===== src/rtl/fop_pkg.sv =====
// Purpose: Constants, types and decode for flash option byte protection
// Assumes: Flash block bases and sizes as mapped on the system bus
// Notes:   Register offsets are byte addresses on the plain register port
package fop_pkg;
	// Address map
	localparam logic [31:0] MAIN_BASE = 32'h0800_0000;
	localparam logic [31:0] MAIN_END  = 32'h0802_0000;
	localparam logic [31:0] MAIN_SIZE = 32'h0002_0000;
	localparam logic [31:0] FACT_BASE = 32'h0804_0000;
	localparam logic [31:0] CUST_BASE = 32'h0804_0800;
	localparam logic [31:0] CUST_END  = 32'h0804_1000;
	localparam logic [31:0] PAGE_SIZE = 32'h0000_0800;
	localparam logic [31:0] RAM_BASE  = 32'h2000_0000;
	localparam logic [31:0] RAM_END   = 32'h2000_3000;
	// Flash geometry: 64 pages of 2048 bytes, 4 pages per protect region
	localparam int          OFF_W     = 17;
	localparam int          PAGE_LSB  = 11;
	localparam int          PAGE_W    = 6;
	localparam int          RGN_LSB   = 2;
	localparam logic [5:0]  BOOT_PGS  = 6'h04;
	localparam logic [6:0]  OB_AREA   = 7'h00;
	// Option bytes
	localparam int          OB_NUM    = 8;
	localparam logic [3:0]  OB_CNT_END = 4'h8;
	localparam logic [2:0]  OB_LAST   = 3'h7;
	localparam int          OB_RDP    = 0;
	localparam int          OB_WP_LO  = 4;
	localparam int          OB_WP_HI  = 5;
	localparam logic [7:0]  RDP_OFF   = 8'hA5;
	localparam logic [15:0] OB_BLANK  = 16'hFFFF;
	localparam logic [15:0] WP_NONE   = 16'hFFFF;
	// RAM wait states in the fast clock mode
	localparam logic [1:0]  RAM_WS    = 2'h2;
	// Register port
	localparam logic [7:0]  REG_STATUS = 8'h00;
	localparam logic [7:0]  REG_CTRL   = 8'h04;
	localparam logic [7:0]  REG_OPT_LO = 8'h08;
	localparam logic [7:0]  REG_OPT_HI = 8'h0C;
	localparam int          SB_OBERR   = 0;
	localparam int          SB_RDP     = 1;
	localparam int          SB_INTR    = 2;
	localparam int          SB_REFUSED = 3;
	localparam int          SB_MON     = 4;
	localparam int          SB_READY   = 5;
	localparam int          SB_WP_LSB  = 16;
	localparam int          CT_CLR_REF = 0;
	localparam int          CT_RELOAD  = 1;

	typedef enum logic [4:0] {
		BLK_NONE = 5'h01,
		BLK_MAIN = 5'h02,
		BLK_FACT = 5'h04,
		BLK_CUST = 5'h08,
		BLK_RAM  = 5'h10
	} fop_blk_e;

	typedef enum logic [3:0] {
		ST_LOAD  = 4'h1,
		ST_CHECK = 4'h2,
		ST_RUN   = 4'h4,
		ST_FAULT = 4'h8
	} fop_st_e;

	// Which block an address hits; the zero alias only for the bus side
	function automatic fop_blk_e dec_blk(input logic [31:0] a,
		input logic mon, input logic alias_en);
		fop_blk_e b;
		b = BLK_NONE;
		if (alias_en && a < MAIN_SIZE)
			b = mon ? ((a < PAGE_SIZE) ? BLK_FACT : BLK_NONE) : BLK_MAIN;
		else if (a >= MAIN_BASE && a < MAIN_END)
			b = BLK_MAIN;
		else if (a >= FACT_BASE && a < CUST_BASE)
			b = BLK_FACT;
		else if (a >= CUST_BASE && a < CUST_END)
			b = BLK_CUST;
		else if (a >= RAM_BASE && a < RAM_END)
			b = BLK_RAM;
		return b;
	endfunction
endpackage


===== src/rtl/fop_protect.sv =====
// Purpose: Flash and RAM mapping, option byte load and flash protection
// Assumes: arst_n is the full chip reset driven from the external reset pin
// Notes:   Option bytes are read from the customer page over a one-cycle port
`timescale 1ns/100ps
// Operation
// - Main flash 64 pages, info pages single 2048
// - Erase whole pages, program aligned half-words
// - Normal boot aliases main flash at zero
// - Factory page high; monitor boot aliases it
// - Factory page refuses user programming
// - Customer page mapped, never fetched
// - Option upper byte is hardware complement
// - Bad option complement halts the processor
// - Option bytes 4, 5 protect 16 regions
// - Protect bits active low, 0xFF unprotected
// - Protection applies after reset, blocks both
// - Read protection off only for 0xA5
// - Read protection changes only at chip reset
// - Debugger sets intrusion; pin reset clears
// - Protection plus intrusion blanks all flash
// - Erasing byte 0 while protected mass-erases
// - Read protection locks lowest four pages
// - 12 kB RAM, all access sizes
// - RAM two wait states in fast clock mode
module fop_protect (
	input  wire logic        ref_clk,
	input  wire logic        arst_n,
	input  wire logic        dbg_attach,
	input  wire logic        boot_mon,
	input  wire logic        clk_hi,
	output logic      [2:0]  ob_addr,
	input  wire logic [15:0] ob_rdata,
	output logic             cpu_hold,
	input  wire logic        bus_valid,
	input  wire logic [31:0] bus_addr,
	input  wire logic        bus_fetch,
	output logic             bus_sel_main,
	output logic             bus_sel_fact,
	output logic             bus_sel_cust,
	output logic             bus_sel_ram,
	output logic      [16:0] bus_off,
	output logic             bus_wait,
	output logic             bus_err,
	input  wire logic        cmd_prog,
	input  wire logic        cmd_erase,
	input  wire logic [31:0] cmd_addr,
	input  wire logic [15:0] cmd_wdata,
	output logic             fl_prog,
	output logic             fl_erase,
	output logic             fl_mass,
	output logic             fl_cust,
	output logic      [16:0] fl_off,
	output logic      [15:0] fl_wdata,
	input  wire logic [7:0]  reg_addr,
	input  wire logic [31:0] reg_wdata,
	input  wire logic        reg_wr,
	input  wire logic        reg_rd,
	output logic      [31:0] reg_rdata
);
	fop_pkg::fop_st_e  st_r;
	fop_pkg::fop_blk_e bus_blk;
	fop_pkg::fop_blk_e cmd_blk;
	logic [15:0]  opt_r [fop_pkg::OB_NUM];
	logic [7:0]   mis;
	logic [3:0]   ld_cnt_r;
	logic         cap_vld_r;
	logic [2:0]   cap_idx_r;
	logic         full_r;
	logic         rdp_r;
	logic [15:0]  wp_r;
	logic         intr_r;
	logic         mon_r;
	logic         ob_err_r;
	logic         refused_r;
	logic         refuse;
	logic [1:0]   dbg_s;
	logic [1:0]   mon_s;
	logic [1:0]   ws_r;
	logic         blank;
	logic         run;
	logic [5:0]   cmd_page;
	logic         cmd_prot;
	logic         cmd_opt;
	logic         prog_ok;
	logic         erase_ok;
	logic         ram_acc;
	logic         wr_ctrl;

	// Pin inputs pass two flops; only the second stage is read
	always_ff @(posedge ref_clk or negedge arst_n)
	begin
		if (!arst_n)
		begin
			dbg_s <= 2'h0;
			mon_s <= 2'h0;
		end
		else
		begin
			dbg_s <= {dbg_s[0], dbg_attach};
			mon_s <= {mon_s[0], boot_mon};
		end
	end

	assign run     = (st_r == fop_pkg::ST_RUN);
	assign wr_ctrl = reg_wr && (reg_addr == fop_pkg::REG_CTRL);

	// Option load sequencer; a reload from software keeps read protection
	always_ff @(posedge ref_clk or negedge arst_n)
	begin
		if (!arst_n)
		begin
			st_r     <= fop_pkg::ST_LOAD;
			ld_cnt_r <= 4'h0;
			full_r   <= 1'b1;
		end
		else if (wr_ctrl && reg_wdata[fop_pkg::CT_RELOAD])
		begin
			st_r     <= fop_pkg::ST_LOAD;
			ld_cnt_r <= 4'h0;
			full_r   <= 1'b0;
		end
		else
		begin
			unique case (st_r)
				fop_pkg::ST_LOAD:
				begin
					if (ld_cnt_r != fop_pkg::OB_CNT_END)
						ld_cnt_r <= ld_cnt_r + 4'h1;
					if (cap_vld_r && cap_idx_r == fop_pkg::OB_LAST)
						st_r <= fop_pkg::ST_CHECK;
				end
				fop_pkg::ST_CHECK:
					st_r <= (|mis) ? fop_pkg::ST_FAULT : fop_pkg::ST_RUN;
				fop_pkg::ST_RUN:
					st_r <= fop_pkg::ST_RUN;
				fop_pkg::ST_FAULT:
					st_r <= fop_pkg::ST_FAULT;
			endcase
		end
	end

	// One read in flight; the data of index k arrive one cycle after it
	assign ob_addr = ld_cnt_r[2:0];
	always_ff @(posedge ref_clk or negedge arst_n)
	begin
		if (!arst_n)
		begin
			cap_vld_r <= 1'b0;
			cap_idx_r <= 3'h0;
		end
		else
		begin
			cap_vld_r <= (st_r == fop_pkg::ST_LOAD) && (ld_cnt_r != fop_pkg::OB_CNT_END);
			cap_idx_r <= ld_cnt_r[2:0];
		end
	end

	// Option storage and complement check; a fully erased slot counts as valid
	genvar gi;
	generate
		for (gi = 0; gi < fop_pkg::OB_NUM; gi++)
		begin : g_opt
			always_ff @(posedge ref_clk or negedge arst_n)
			begin
				if (!arst_n)
					opt_r[gi] <= fop_pkg::OB_BLANK;
				else if (cap_vld_r && cap_idx_r == 3'(gi))
					opt_r[gi] <= ob_rdata;
			end
			assign mis[gi] = (opt_r[gi] != fop_pkg::OB_BLANK)
				&& (opt_r[gi][15:8] != ~opt_r[gi][7:0]);
		end
	endgenerate

	// Protection state taken at the end of the check
	always_ff @(posedge ref_clk or negedge arst_n)
	begin
		if (!arst_n)
		begin
			rdp_r    <= 1'b1;
			wp_r     <= fop_pkg::WP_NONE;
			ob_err_r <= 1'b0;
		end
		else if (st_r == fop_pkg::ST_CHECK)
		begin
			ob_err_r <= |mis;
			wp_r     <= {opt_r[fop_pkg::OB_WP_HI][7:0],
				opt_r[fop_pkg::OB_WP_LO][7:0]};
			if (full_r)
				rdp_r <= (opt_r[fop_pkg::OB_RDP][7:0] != fop_pkg::RDP_OFF);
		end
	end

	// Boot strap caught once per chip reset, at the check; the
	// synchroniser shows its reset value only for the first two cycles of the load
	always_ff @(posedge ref_clk or negedge arst_n)
	begin
		if (!arst_n)
			mon_r <= 1'b0;
		else if (st_r == fop_pkg::ST_CHECK && full_r)
			mon_r <= mon_s[1];
	end

	// Intrusion is sticky; only the pin-driven reset clears it
	always_ff @(posedge ref_clk or negedge arst_n)
	begin
		if (!arst_n)
			intr_r <= 1'b0;
		else if (dbg_s[1])
			intr_r <= 1'b1;
	end

	// A bad option set keeps the processor halted until a chip reset or a software reload
	assign cpu_hold = !run;
	assign blank    = rdp_r && intr_r;

	// Bus decode; flash fully cut off when blanked
	always_comb
	begin
		bus_blk = fop_pkg::dec_blk(bus_addr, mon_r, 1'b1);
		bus_sel_main = 1'b0;
		bus_sel_fact = 1'b0;
		bus_sel_cust = 1'b0;
		bus_sel_ram  = 1'b0;
		bus_err      = 1'b0;
		bus_off      = 17'h0;
		if (bus_valid)
		begin
			unique case (bus_blk)
				fop_pkg::BLK_MAIN:
				begin
					bus_sel_main = !blank;
					bus_off      = bus_addr[16:0];
				end
				fop_pkg::BLK_FACT:
				begin
					bus_sel_fact = !blank;
					bus_off      = {6'h0, bus_addr[10:0]};
				end
				fop_pkg::BLK_CUST:
				begin
					bus_sel_cust = !blank && !bus_fetch;
					bus_off      = {6'h0, bus_addr[10:0]};
				end
				fop_pkg::BLK_RAM:
				begin
					bus_sel_ram = 1'b1;
					bus_off     = {3'h0, bus_addr[13:0]};
				end
				fop_pkg::BLK_NONE:
					bus_off = 17'h0;
			endcase
			bus_err = !(bus_sel_main || bus_sel_fact || bus_sel_cust || bus_sel_ram);
		end
	end

	// RAM wait states in the fast clock mode; no software setting needed
	assign ram_acc  = bus_sel_ram && clk_hi;
	assign bus_wait = ram_acc && (ws_r != fop_pkg::RAM_WS);
	always_ff @(posedge ref_clk or negedge arst_n)
	begin
		if (!arst_n)
			ws_r <= 2'h0;
		else if (ram_acc)
			ws_r <= (ws_r == fop_pkg::RAM_WS) ? 2'h0 : ws_r + 2'h1;
		else
			ws_r <= 2'h0;
	end

	// Command checks against the protection state
	always_comb
	begin
		cmd_blk  = fop_pkg::dec_blk(cmd_addr, mon_r, 1'b0);
		cmd_page = cmd_addr[fop_pkg::PAGE_LSB +: fop_pkg::PAGE_W];
		cmd_prot = !wp_r[cmd_page[5:fop_pkg::RGN_LSB]]
			|| (rdp_r && cmd_page < fop_pkg::BOOT_PGS);
		cmd_opt  = (cmd_addr[10:4] == fop_pkg::OB_AREA);
		// Factory page is never a legal target
		prog_ok  = run && !cmd_addr[0]
			&& ((cmd_blk == fop_pkg::BLK_MAIN && !cmd_prot) || cmd_blk == fop_pkg::BLK_CUST);
		erase_ok = run
			&& ((cmd_blk == fop_pkg::BLK_MAIN && !cmd_prot) || cmd_blk == fop_pkg::BLK_CUST);
		refuse   = cmd_prog ? !prog_ok : (cmd_erase && !erase_ok);
	end

	// Flash strobes follow the command inputs one cycle later; program wins over erase
	always_ff @(posedge ref_clk or negedge arst_n)
	begin
		if (!arst_n)
		begin
			fl_prog  <= 1'b0;
			fl_erase <= 1'b0;
			fl_mass  <= 1'b0;
			fl_cust  <= 1'b0;
			fl_off   <= 17'h0;
			fl_wdata <= 16'h0;
		end
		else
		begin
			fl_prog  <= cmd_prog && prog_ok;
			fl_erase <= !cmd_prog && cmd_erase && erase_ok;
			// Erasing the option page while protected wipes main flash too
			fl_mass  <= !cmd_prog && cmd_erase && erase_ok
				&& cmd_blk == fop_pkg::BLK_CUST && rdp_r;
			if ((cmd_prog && prog_ok) || (cmd_erase && erase_ok))
			begin
				fl_cust <= (cmd_blk == fop_pkg::BLK_CUST);
				// Customer page offsets count from the start of that page
				if (cmd_blk == fop_pkg::BLK_CUST)
					fl_off <= cmd_prog ? {6'h0, cmd_addr[10:0]} : 17'h0;
				else if (cmd_prog)
					fl_off <= cmd_addr[16:0];
				else
					fl_off <= {cmd_addr[16:fop_pkg::PAGE_LSB], 11'h000};
				if (cmd_blk == fop_pkg::BLK_CUST && cmd_opt)
					fl_wdata <= {~cmd_wdata[7:0], cmd_wdata[7:0]};
				else
					fl_wdata <= cmd_wdata;
			end
		end
	end

	// Refused flag: a new refusal beats a clear in the same cycle
	always_ff @(posedge ref_clk or negedge arst_n)
	begin
		if (!arst_n)
			refused_r <= 1'b0;
		else if (refuse)
			refused_r <= 1'b1;
		else if (wr_ctrl && reg_wdata[fop_pkg::CT_CLR_REF])
			refused_r <= 1'b0;
	end

	// Register read data stand only in the cycle after the strobe
	always_ff @(posedge ref_clk or negedge arst_n)
	begin
		if (!arst_n)
			reg_rdata <= 32'h0;
		else if (!reg_rd)
			reg_rdata <= 32'h0;
		else
		begin
			unique case (reg_addr)
				fop_pkg::REG_STATUS:
				begin
					reg_rdata <= 32'h0;
					reg_rdata[fop_pkg::SB_OBERR]   <= ob_err_r;
					reg_rdata[fop_pkg::SB_RDP]     <= rdp_r;
					reg_rdata[fop_pkg::SB_INTR]    <= intr_r;
					reg_rdata[fop_pkg::SB_REFUSED] <= refused_r;
					reg_rdata[fop_pkg::SB_MON]     <= mon_r;
					reg_rdata[fop_pkg::SB_READY]   <= run;
					reg_rdata[fop_pkg::SB_WP_LSB +: 16] <= wp_r;
				end
				fop_pkg::REG_OPT_LO:
					reg_rdata <= {opt_r[3][7:0], opt_r[2][7:0], opt_r[1][7:0], opt_r[0][7:0]};
				fop_pkg::REG_OPT_HI:
					reg_rdata <= {opt_r[7][7:0], opt_r[6][7:0], opt_r[5][7:0], opt_r[4][7:0]};
				default:
					reg_rdata <= 32'h0;
			endcase
		end
	end
endmodule


===== config.mk =====
export PLATFORM = sky130hd
export DESIGN_NAME = fop_protect
export DESIGN_NICKNAME = d
export VERILOG_FILES = /design/src/rtl/fop_pkg.sv /design/src/rtl/fop_protect.sv
export SDC_FILE = /design/constraint.sdc
export NUM_CORES = 1
export LEC_CHECK = 0
export BUFFER_PORTS_ARGS = -buffer_cell sky130_fd_sc_hd__buf_2
export CAP_MARGIN = 20
export CORE_AREA = 2 2 154 156
export CTS_CLUSTER_SIZE = 10
export DETAILED_ROUTE_END_ITERATION = 8
export DIE_AREA = 0 0 156 158
export PLACE_DENSITY = 0.75
export SLEW_MARGIN = 20
export SYNTH_ARGS = -nofsm -noshare
export SYNTH_HDL_FRONTEND = slang
export SYNTH_SLANG_ARGS = --single-unit

===== constraint.sdc =====
create_clock -name ref_clk -period 2.2 [get_ports ref_clk]
set_clock_uncertainty 0.15 [all_clocks]
set_input_delay 0.22 -clock ref_clk [delete_from_list [all_inputs] [get_ports ref_clk]]
set_output_delay 0.22 -clock ref_clk [all_outputs]
set_load 0.02 [all_outputs]

**Yosys cells after proc, flatten, opt, wreduce, memory -nomap -nowiden**

Cells that the tools add are included.

- Input bits: 147
- Flip-flop bits (word level): 237
- Word-level logic and storage cells: 220
- Output and inout port bits: 96

- Equality and inequality tests: 42
- Multiplexer cells: 46
- Reductions and logical operators: 72
- Bitwise logic cells: 9
- Add/subtract/negate cells: 2
- $lt $le $gt $ge: 20

Operators with widths:

| kind | number |
|---|---|
| >= comparator 32 x 28 -> 1 bit (second input constant) | 6 |
| < comparator 32 x 28 -> 1 bit (second input constant) | 6 |
| != test 16 bit (second input constant) | 8 |
| one-hot mux 32 bit (3 select lines) | 1 |
| NOT 8 bit | 9 |
| one-hot mux 17 bit (4 select lines) | 1 |
| >= comparator 32 x 30 -> 1 bit (second input constant) | 2 |
| < comparator 32 x 30 -> 1 bit (second input constant) | 2 |
| != test 8 bit | 8 |
| logical AND 1 bit | 46 |
| two-way mux 5 bit | 9 |
| two-way mux 17 bit | 2 |
| < comparator 32 x 12 -> 1 bit (second input constant) | 1 |
| < comparator 32 x 18 -> 1 bit (second input constant) | 1 |
| two-way mux 32 bit | 1 |
| two-way mux 4 bit | 6 |
| two-way mux 11 bit | 2 |
| two-way mux 1 bit | 17 |
| == test 8 x 4 -> 1 bit (second input constant) | 2 |
| two-way mux 16 bit | 1 |
| one-hot mux 4 bit (4 select lines) | 1 |
| == test 3 bit (second input constant) | 4 |
| == test 5 x 2 -> 1 bit (second input constant) | 2 |
| == test 5 x 4 -> 1 bit (second input constant) | 2 |
| 31 further kinds | 51 |

**Depth between registers and ports, before layout**

- Depth after elaboration: 15
- Gate-level depth with buffers: 8
- Mapped depth without buffers: 6

**Least setup slack after synthesis**

Ideal clock, no wire load.

- Path kind: in2out
- From: in bus_addr[22]
- To: out bus_wait
- Buffers on the path: 0
- Slack: -0.024 ns
- Required time: 1.830 ns
- Arrival time: 1.854 ns
- Stages on the path: 6
- Cells stage by stage: nor4_1 > nand3_1 > nor3_2 > and3_1 > nand2_1 > a21oi_1

- Longest elaborated chain between the ends: 13
- Elaborated cells between the ends (all ways): 27
- Those cells by class: order compare (10); eq/ne (1); mux (10); reduce/logical (6)

RTL lines:

| item | line | source |
|---|---|---|
| start: declaration | fop_protect.sv:35 | `input wire logic [31:0] bus_addr,` |
| >= comparator 32 x 30 -> 1 bit or < comparator 32 x 30 -> 1 bit (tied branches) | fop_pkg.sv:77 | `else if (a >= RAM_BASE && a < RAM_END)` |
| logical AND 1 bit | fop_pkg.sv:77 |  |
| two-way mux 5 bit | fop_pkg.sv:77 |  |
| two-way mux 5 bit | fop_pkg.sv:75 | `else if (a >= CUST_BASE && a < CUST_END)` |
| two-way mux 5 bit | fop_pkg.sv:73 | `else if (a >= FACT_BASE && a < CUST_BASE)` |
| two-way mux 5 bit | fop_pkg.sv:71 | `else if (a >= MAIN_BASE && a < MAIN_END)` |
| two-way mux 5 bit (*) | fop_pkg.sv:69 | `if (alias_en && a < MAIN_SIZE)` |
| == test 5 bit (*) | fop_protect.sv:229 | `unique case (bus_blk)` |
| two-way mux 1 bit (*) | fop_protect.sv:229 |  |
| two-way mux 1 bit (*) (2 in a row) | fop_protect.sv:227 | `if (bus_valid)` |
| via bus_sel_ram | fop_protect.sv:40 | `output logic bus_sel_ram,` |
| logical AND 1 bit (*) | fop_protect.sv:258 | `assign ram_acc = bus_sel_ram && clk_hi;` |
| logical AND 1 bit (*) | fop_protect.sv:259 | `assign bus_wait = ram_acc && (ws_r != fop_pkg::RAM_WS);` |
| end: declaration | fop_protect.sv:42 | `output logic bus_wait,` |

The timed path passes the listed nets; every way through them passes the cells marked *. The select of a mux whose other input is x is not followed.

**Final worst setup path**

- From: reg wp_r[0]
- To: reg fl_wdata[12]

- Longest elaborated chain between the ends: 10
- Elaborated cells between the ends (all ways): 12
- Those cells by class: mux (2); reduce/logical (10)

RTL lines:

| item | line | source |
|---|---|---|
| start: declaration | fop_protect.sv:70 | `logic [15:0] wp_r;` |
| start signal: assignment | fop_protect.sv:181 | `wp_r <= fop_pkg::WP_NONE;` |
| start signal: assignment | fop_protect.sv:187 | `wp_r <= {opt_r[fop_pkg::OB_WP_HI][7:0],` |
| binary-select mux 1 bit (select 4 bit) (*) | fop_protect.sv:275 | `cmd_prot = !wp_r[cmd_page[5:fop_pkg::RGN_LSB]]` |
| two-way mux 1 bit (not written as such) (*) | fop_protect.sv:275 |  |
| zero test 1 bit (*) | fop_protect.sv:275 |  |
| logical OR 1 bit (*) | fop_protect.sv:276 | `\|\| (rdp_r && cmd_page < fop_pkg::BOOT_PGS);` |
| zero test 1 bit (*) | fop_protect.sv:280, fop_protect.sv:282 |  |
| logical AND 1 bit (*) | fop_protect.sv:280, fop_protect.sv:282 |  |
| logical OR 1 bit (*) | fop_protect.sv:280, fop_protect.sv:282 |  |
| logical AND 1 bit (on tied branches) | fop_protect.sv:280, fop_protect.sv:282 |  |
| logical AND 1 bit | fop_protect.sv:305 | `if ((cmd_prog && prog_ok) \|\| (cmd_erase && erase_ok))` |
| logical OR 1 bit (*) | fop_protect.sv:305 |  |
| end signal: assignment | fop_protect.sv:316 | `fl_wdata <= {~cmd_wdata[7:0], cmd_wdata[7:0]};` |
| end signal: assignment | fop_protect.sv:318 | `fl_wdata <= cmd_wdata;` |
| end: declaration | fop_protect.sv:53 | `output logic [15:0] fl_wdata,` |

Every way passes the cells marked *; elsewhere a longest branch is shown, timed or not. The select of a mux whose other input is x is not followed.
A chain may end at the register's enable or synchronous reset.

==> qor.yml <==
final-hold-violation-count: 0
synth.lib_cells_used.distinct: 55
rows: 56
critical-path-slowest-cell: "sky130_fd_sc_hd__dfstp_2"
violations: "negative setup slack"
switching_share_pct: 24.7
synth_flop_cell: "sky130_fd_sc_hd__dfstp_2"
antenna-diode-count: 0
timing.max_cap.violations: 0
start_util_pct: 48.2
worst_skew_pair.late_latency_ns: 0.54
power_frac_comb_pct: 11.9
post_synth_edffs: 0
part_of_the_yosys_area_used_for_sequential_elements_pct: 55.0
route.detailed.drc: 0
power_density_normalized_to_cell_area_nw_per_um2: 672
cp.arrival_ns: 2.67
post_synth_top_area_share_pct: 34.7
clock_network_fraction_of_total_power_pct: 39.5
half_perimeter_wire_length_after_placement_um: 21600
synthDominantAreaCellType: "sky130_fd_sc_hd__dfstp_2"
timing.critical_path.slowest_cell_delay_ns: 0.53
placement.io_buffers: 212
slew_violations: 0
total_power_mw: 9.99
switchingPower_mw: 2.47
viasPerCell: 5.78
detail-route-antenna-nets: 0
grt_first_pass_wirelength_um: 49700
maximum_clock_rate_mhz: 418
postSynthNetCount: 1075
crit_path_category: "reg -> reg"
grt-ovfl-total: 0
hold_crit_path_type: "in -> reg"
avg_synthesized_cell_area_um2: 12.0
crit_fanout: 26
placedCellCount: 1444
synth.ff_latch_count: 237
p_leak_nw: 6.47
grt_usage_pct: 26.0
wl_per_cell_um: 21.8
cts_tree: "yes"
post_synth_main_area_contributors: "sky130_fd_sc_hd__dfstp_2 (35%), sky130_fd_sc_hd__dfrtp_1 (20%), sky130_fd_sc_hd__mux2_2 (17%)"
design.final.nets: 1399
pre_cts_ws_ns: -0.142
fin_crit_sh_pct: 109
layout_min_cycle_time_ns: 2.39
post_route_cells_drive_above_1_share_pct: 56.5
antenna_found_initial: 1
drt_pass1_iterations: 5
die_width_um: 156
synth_warnings: 0
maximum_number_of_pins_on_one_net_before_global_route_repair: 67
nFillCells: 1649
worst-slew-pin-transition_ns: 0.789
timing.setup.tns_ns: -4.99
cp_data_required_time_ns: 2.47
clock-root-buffer: "sky130_fd_sc_hd__clkbuf_16"
h-tree-depth: 1
coreArea_um2: 23100
intPower_mw: 7.52
clkTransAtPathRegs_ns: 0.06
worst_setup_path_start_kind: "flip-flop"
die_height_um: 158
postSynth.asyncResetShare_pct: 100
power_frac_seq_pct: 48.6
max-slew-margin-rel_pct: 47.2
rsz0062_at_grt: "true"
ioPinCount: 243
run_status: "complete, but fails checks"
detailroute.via_count: 8984
setup-violations-final: 55
area_growth_synth_to_finish_pct: 33.8
clock_tree.buffer_depth: 3
detail_route.iter0.violations: 632
syn-instance-count: 926
die_footprint_um2: 24600
numClockSinks: 237
final_critical_path_setup_slack_ns: -0.191
cts_bufs_inserted: 27
path_cells: "or3b_1, a221o_1, a211oi_2, buf_4, o21ai_4, buf_12, o21ai_1"
vdd_drop_max_v: 0.000563
end_kind: "flip-flop"
post_synth_instance_area_um2: 11100
postRouteWirelength_um: 34000
place_congestion: 0.878
finalNonFillerCells: 1554
first_global_vias: 8929
## layer usage
layer | part of all wire, % | GRT usage (%)
met4 | 4.7 | 11.3
met3 | 6.5 | 4.71
met5 | 0 | 0
met1 | 39 | 32.4
met2 | 50 | 44.8
## area by class of cell
cell class	instances	area, µm²	area share (%)
clock inverters	1	8.76	0.0589
well taps	290	363	2.44
clock buffers	42	742	4.99
multi-input cells	626	5140	34.5
repair buffers	334	2410	16.2
inverters	24	90.1	0.606
flip-flops and latches	237	6120	41.1
## cells by family (layout without fill, tap and decap cells)
kind of cell | after synthesis | in the layout | share of synthesized area, %
xor+xnor | 67 | 67 | 5.28
flops | 237 | 237 | 55.0
buf+inv | 65 | 401 | 2.51
mux | 191 | 191 | 19.2
compound gates | 79 | 81 | 4.68
fa+ha+maj | 2 | 2 | 0.225
simple gates | 285 | 285 | 13.1
## power groups by stage
stage	registers, mW	logic (mW)	clock network [mW]
6_report	4.85	1.19	3.95
3_5_place_dp	4.91	1.06	0
4_1_cts	4.84	1.16	4.00
3_3_place_gp	4.89	1.04	0
5_1_grt	4.87	1.28	4.21
2_1_floorplan	4.82	0.586	0
## through the flow
| step | area (µm²) | util, % | hold WS (ns) |
|---|---|---|---|
| floorplan | 11100 | - | -0.226 |
| global placement | 12900 | 56.0 | 0.188 |
| detailed placement | 12900 | 56.0 | 0.187 |
| CTS | 14600 | 63.1 | 0.00778 |
| global route | 14900 | 64.5 | 0.0132 |
| finish | 14900 | 64.5 | 0.0250 |
## flip-flops by register name (all words and copies together) (netlist names)
signal and cells:
refused_r 1, st_r 4, rdp_r 1, cap_idx_r 3
fl_erase 1, fl_cust 1, fl_prog 1, intr_r 1
fl_mass 1, ws_r 2, fl_wdata 16, full_r 1
cap_vld_r 1, ob_err_r 1, mon_r 1, opt_r 128
fl_off 17, reg_rdata 32, dbg_s 2, wp_r 16
ld_cnt_r 4, mon_s 2
## cell usage after synthesis (all sizes together), types with 2 or more instances
| library cell | instances |
|---|---|
| o21ai | 25 |
| mux2i | 21 |
| and3 | 4 |
| ha | 2 |
| nor4 | 34 |
| nor3b | 5 |
| and2 | 15 |
| or4 | 3 |
| xnor2 | 66 |
| nand2b | 5 |
| nand4b | 4 |
| clkbuf | 23 |
| nor3 | 18 |
| a31oi | 2 |
| buf | 18 |
| mux2 | 169 |
| a22o | 2 |
| nor2 | 61 |
| a22oi | 21 |
| dfrtp | 90 |
| o211ai | 2 |
| nand3 | 7 |
| dfstp | 147 |
| nor2b | 4 |
| a21oi | 16 |
| nand2 | 81 |
| nand4 | 37 |
| inv | 24 |
## layout by cell type (no fill, tap or decap), drive strengths merged, types with 15 or more instances in the layout
cell         instances
nor2                61
mux2i               21
nand4               37
nand2               81
nor4                34
and2                15
clkbuf              44
o21ai               25
dfrtp               90
dfstp              147
inv                 25
a22oi               21
xnor2               66
dlygate4sd3         51
a21oi               16
nor3                18
buf                281
mux2               169
## critical path, delay by kind of cell (launching register included)
kind            cells  cell delay [ns]
compound gates      4             0.87
flops               1             0.53
buf+inv             2             0.38
simple gates        1             0.35
## repair_timing
item,CTS,global route
pin swaps,29,30
hold buffers,51,0
endpoints found under the setup margin,58,63
gates resized for setup,85,62
endpoints found under the hold margin,223,0
gates cloned,3,1
setup buffers,6,7
## worst paths after layout
check                            start      endpoint  slack (ns)  cells after the start
max in group asynchronous       arst_n      wp_r[12]        1.08                      3
setup / recovery               wp_r[0]  fl_wdata[12]       -0.19                      7
hold / removal             ob_rdata[8]     opt_r[72]        0.03                      2
min in group asynchronous       arst_n    opt_r[105]        0.43                      2
hold reg to reg               dbg_s[0]      dbg_s[1]        0.20                      0
setup reg to reg               wp_r[0]  fl_wdata[12]       -0.19                      7
Power figures use the tool's default switching activity.
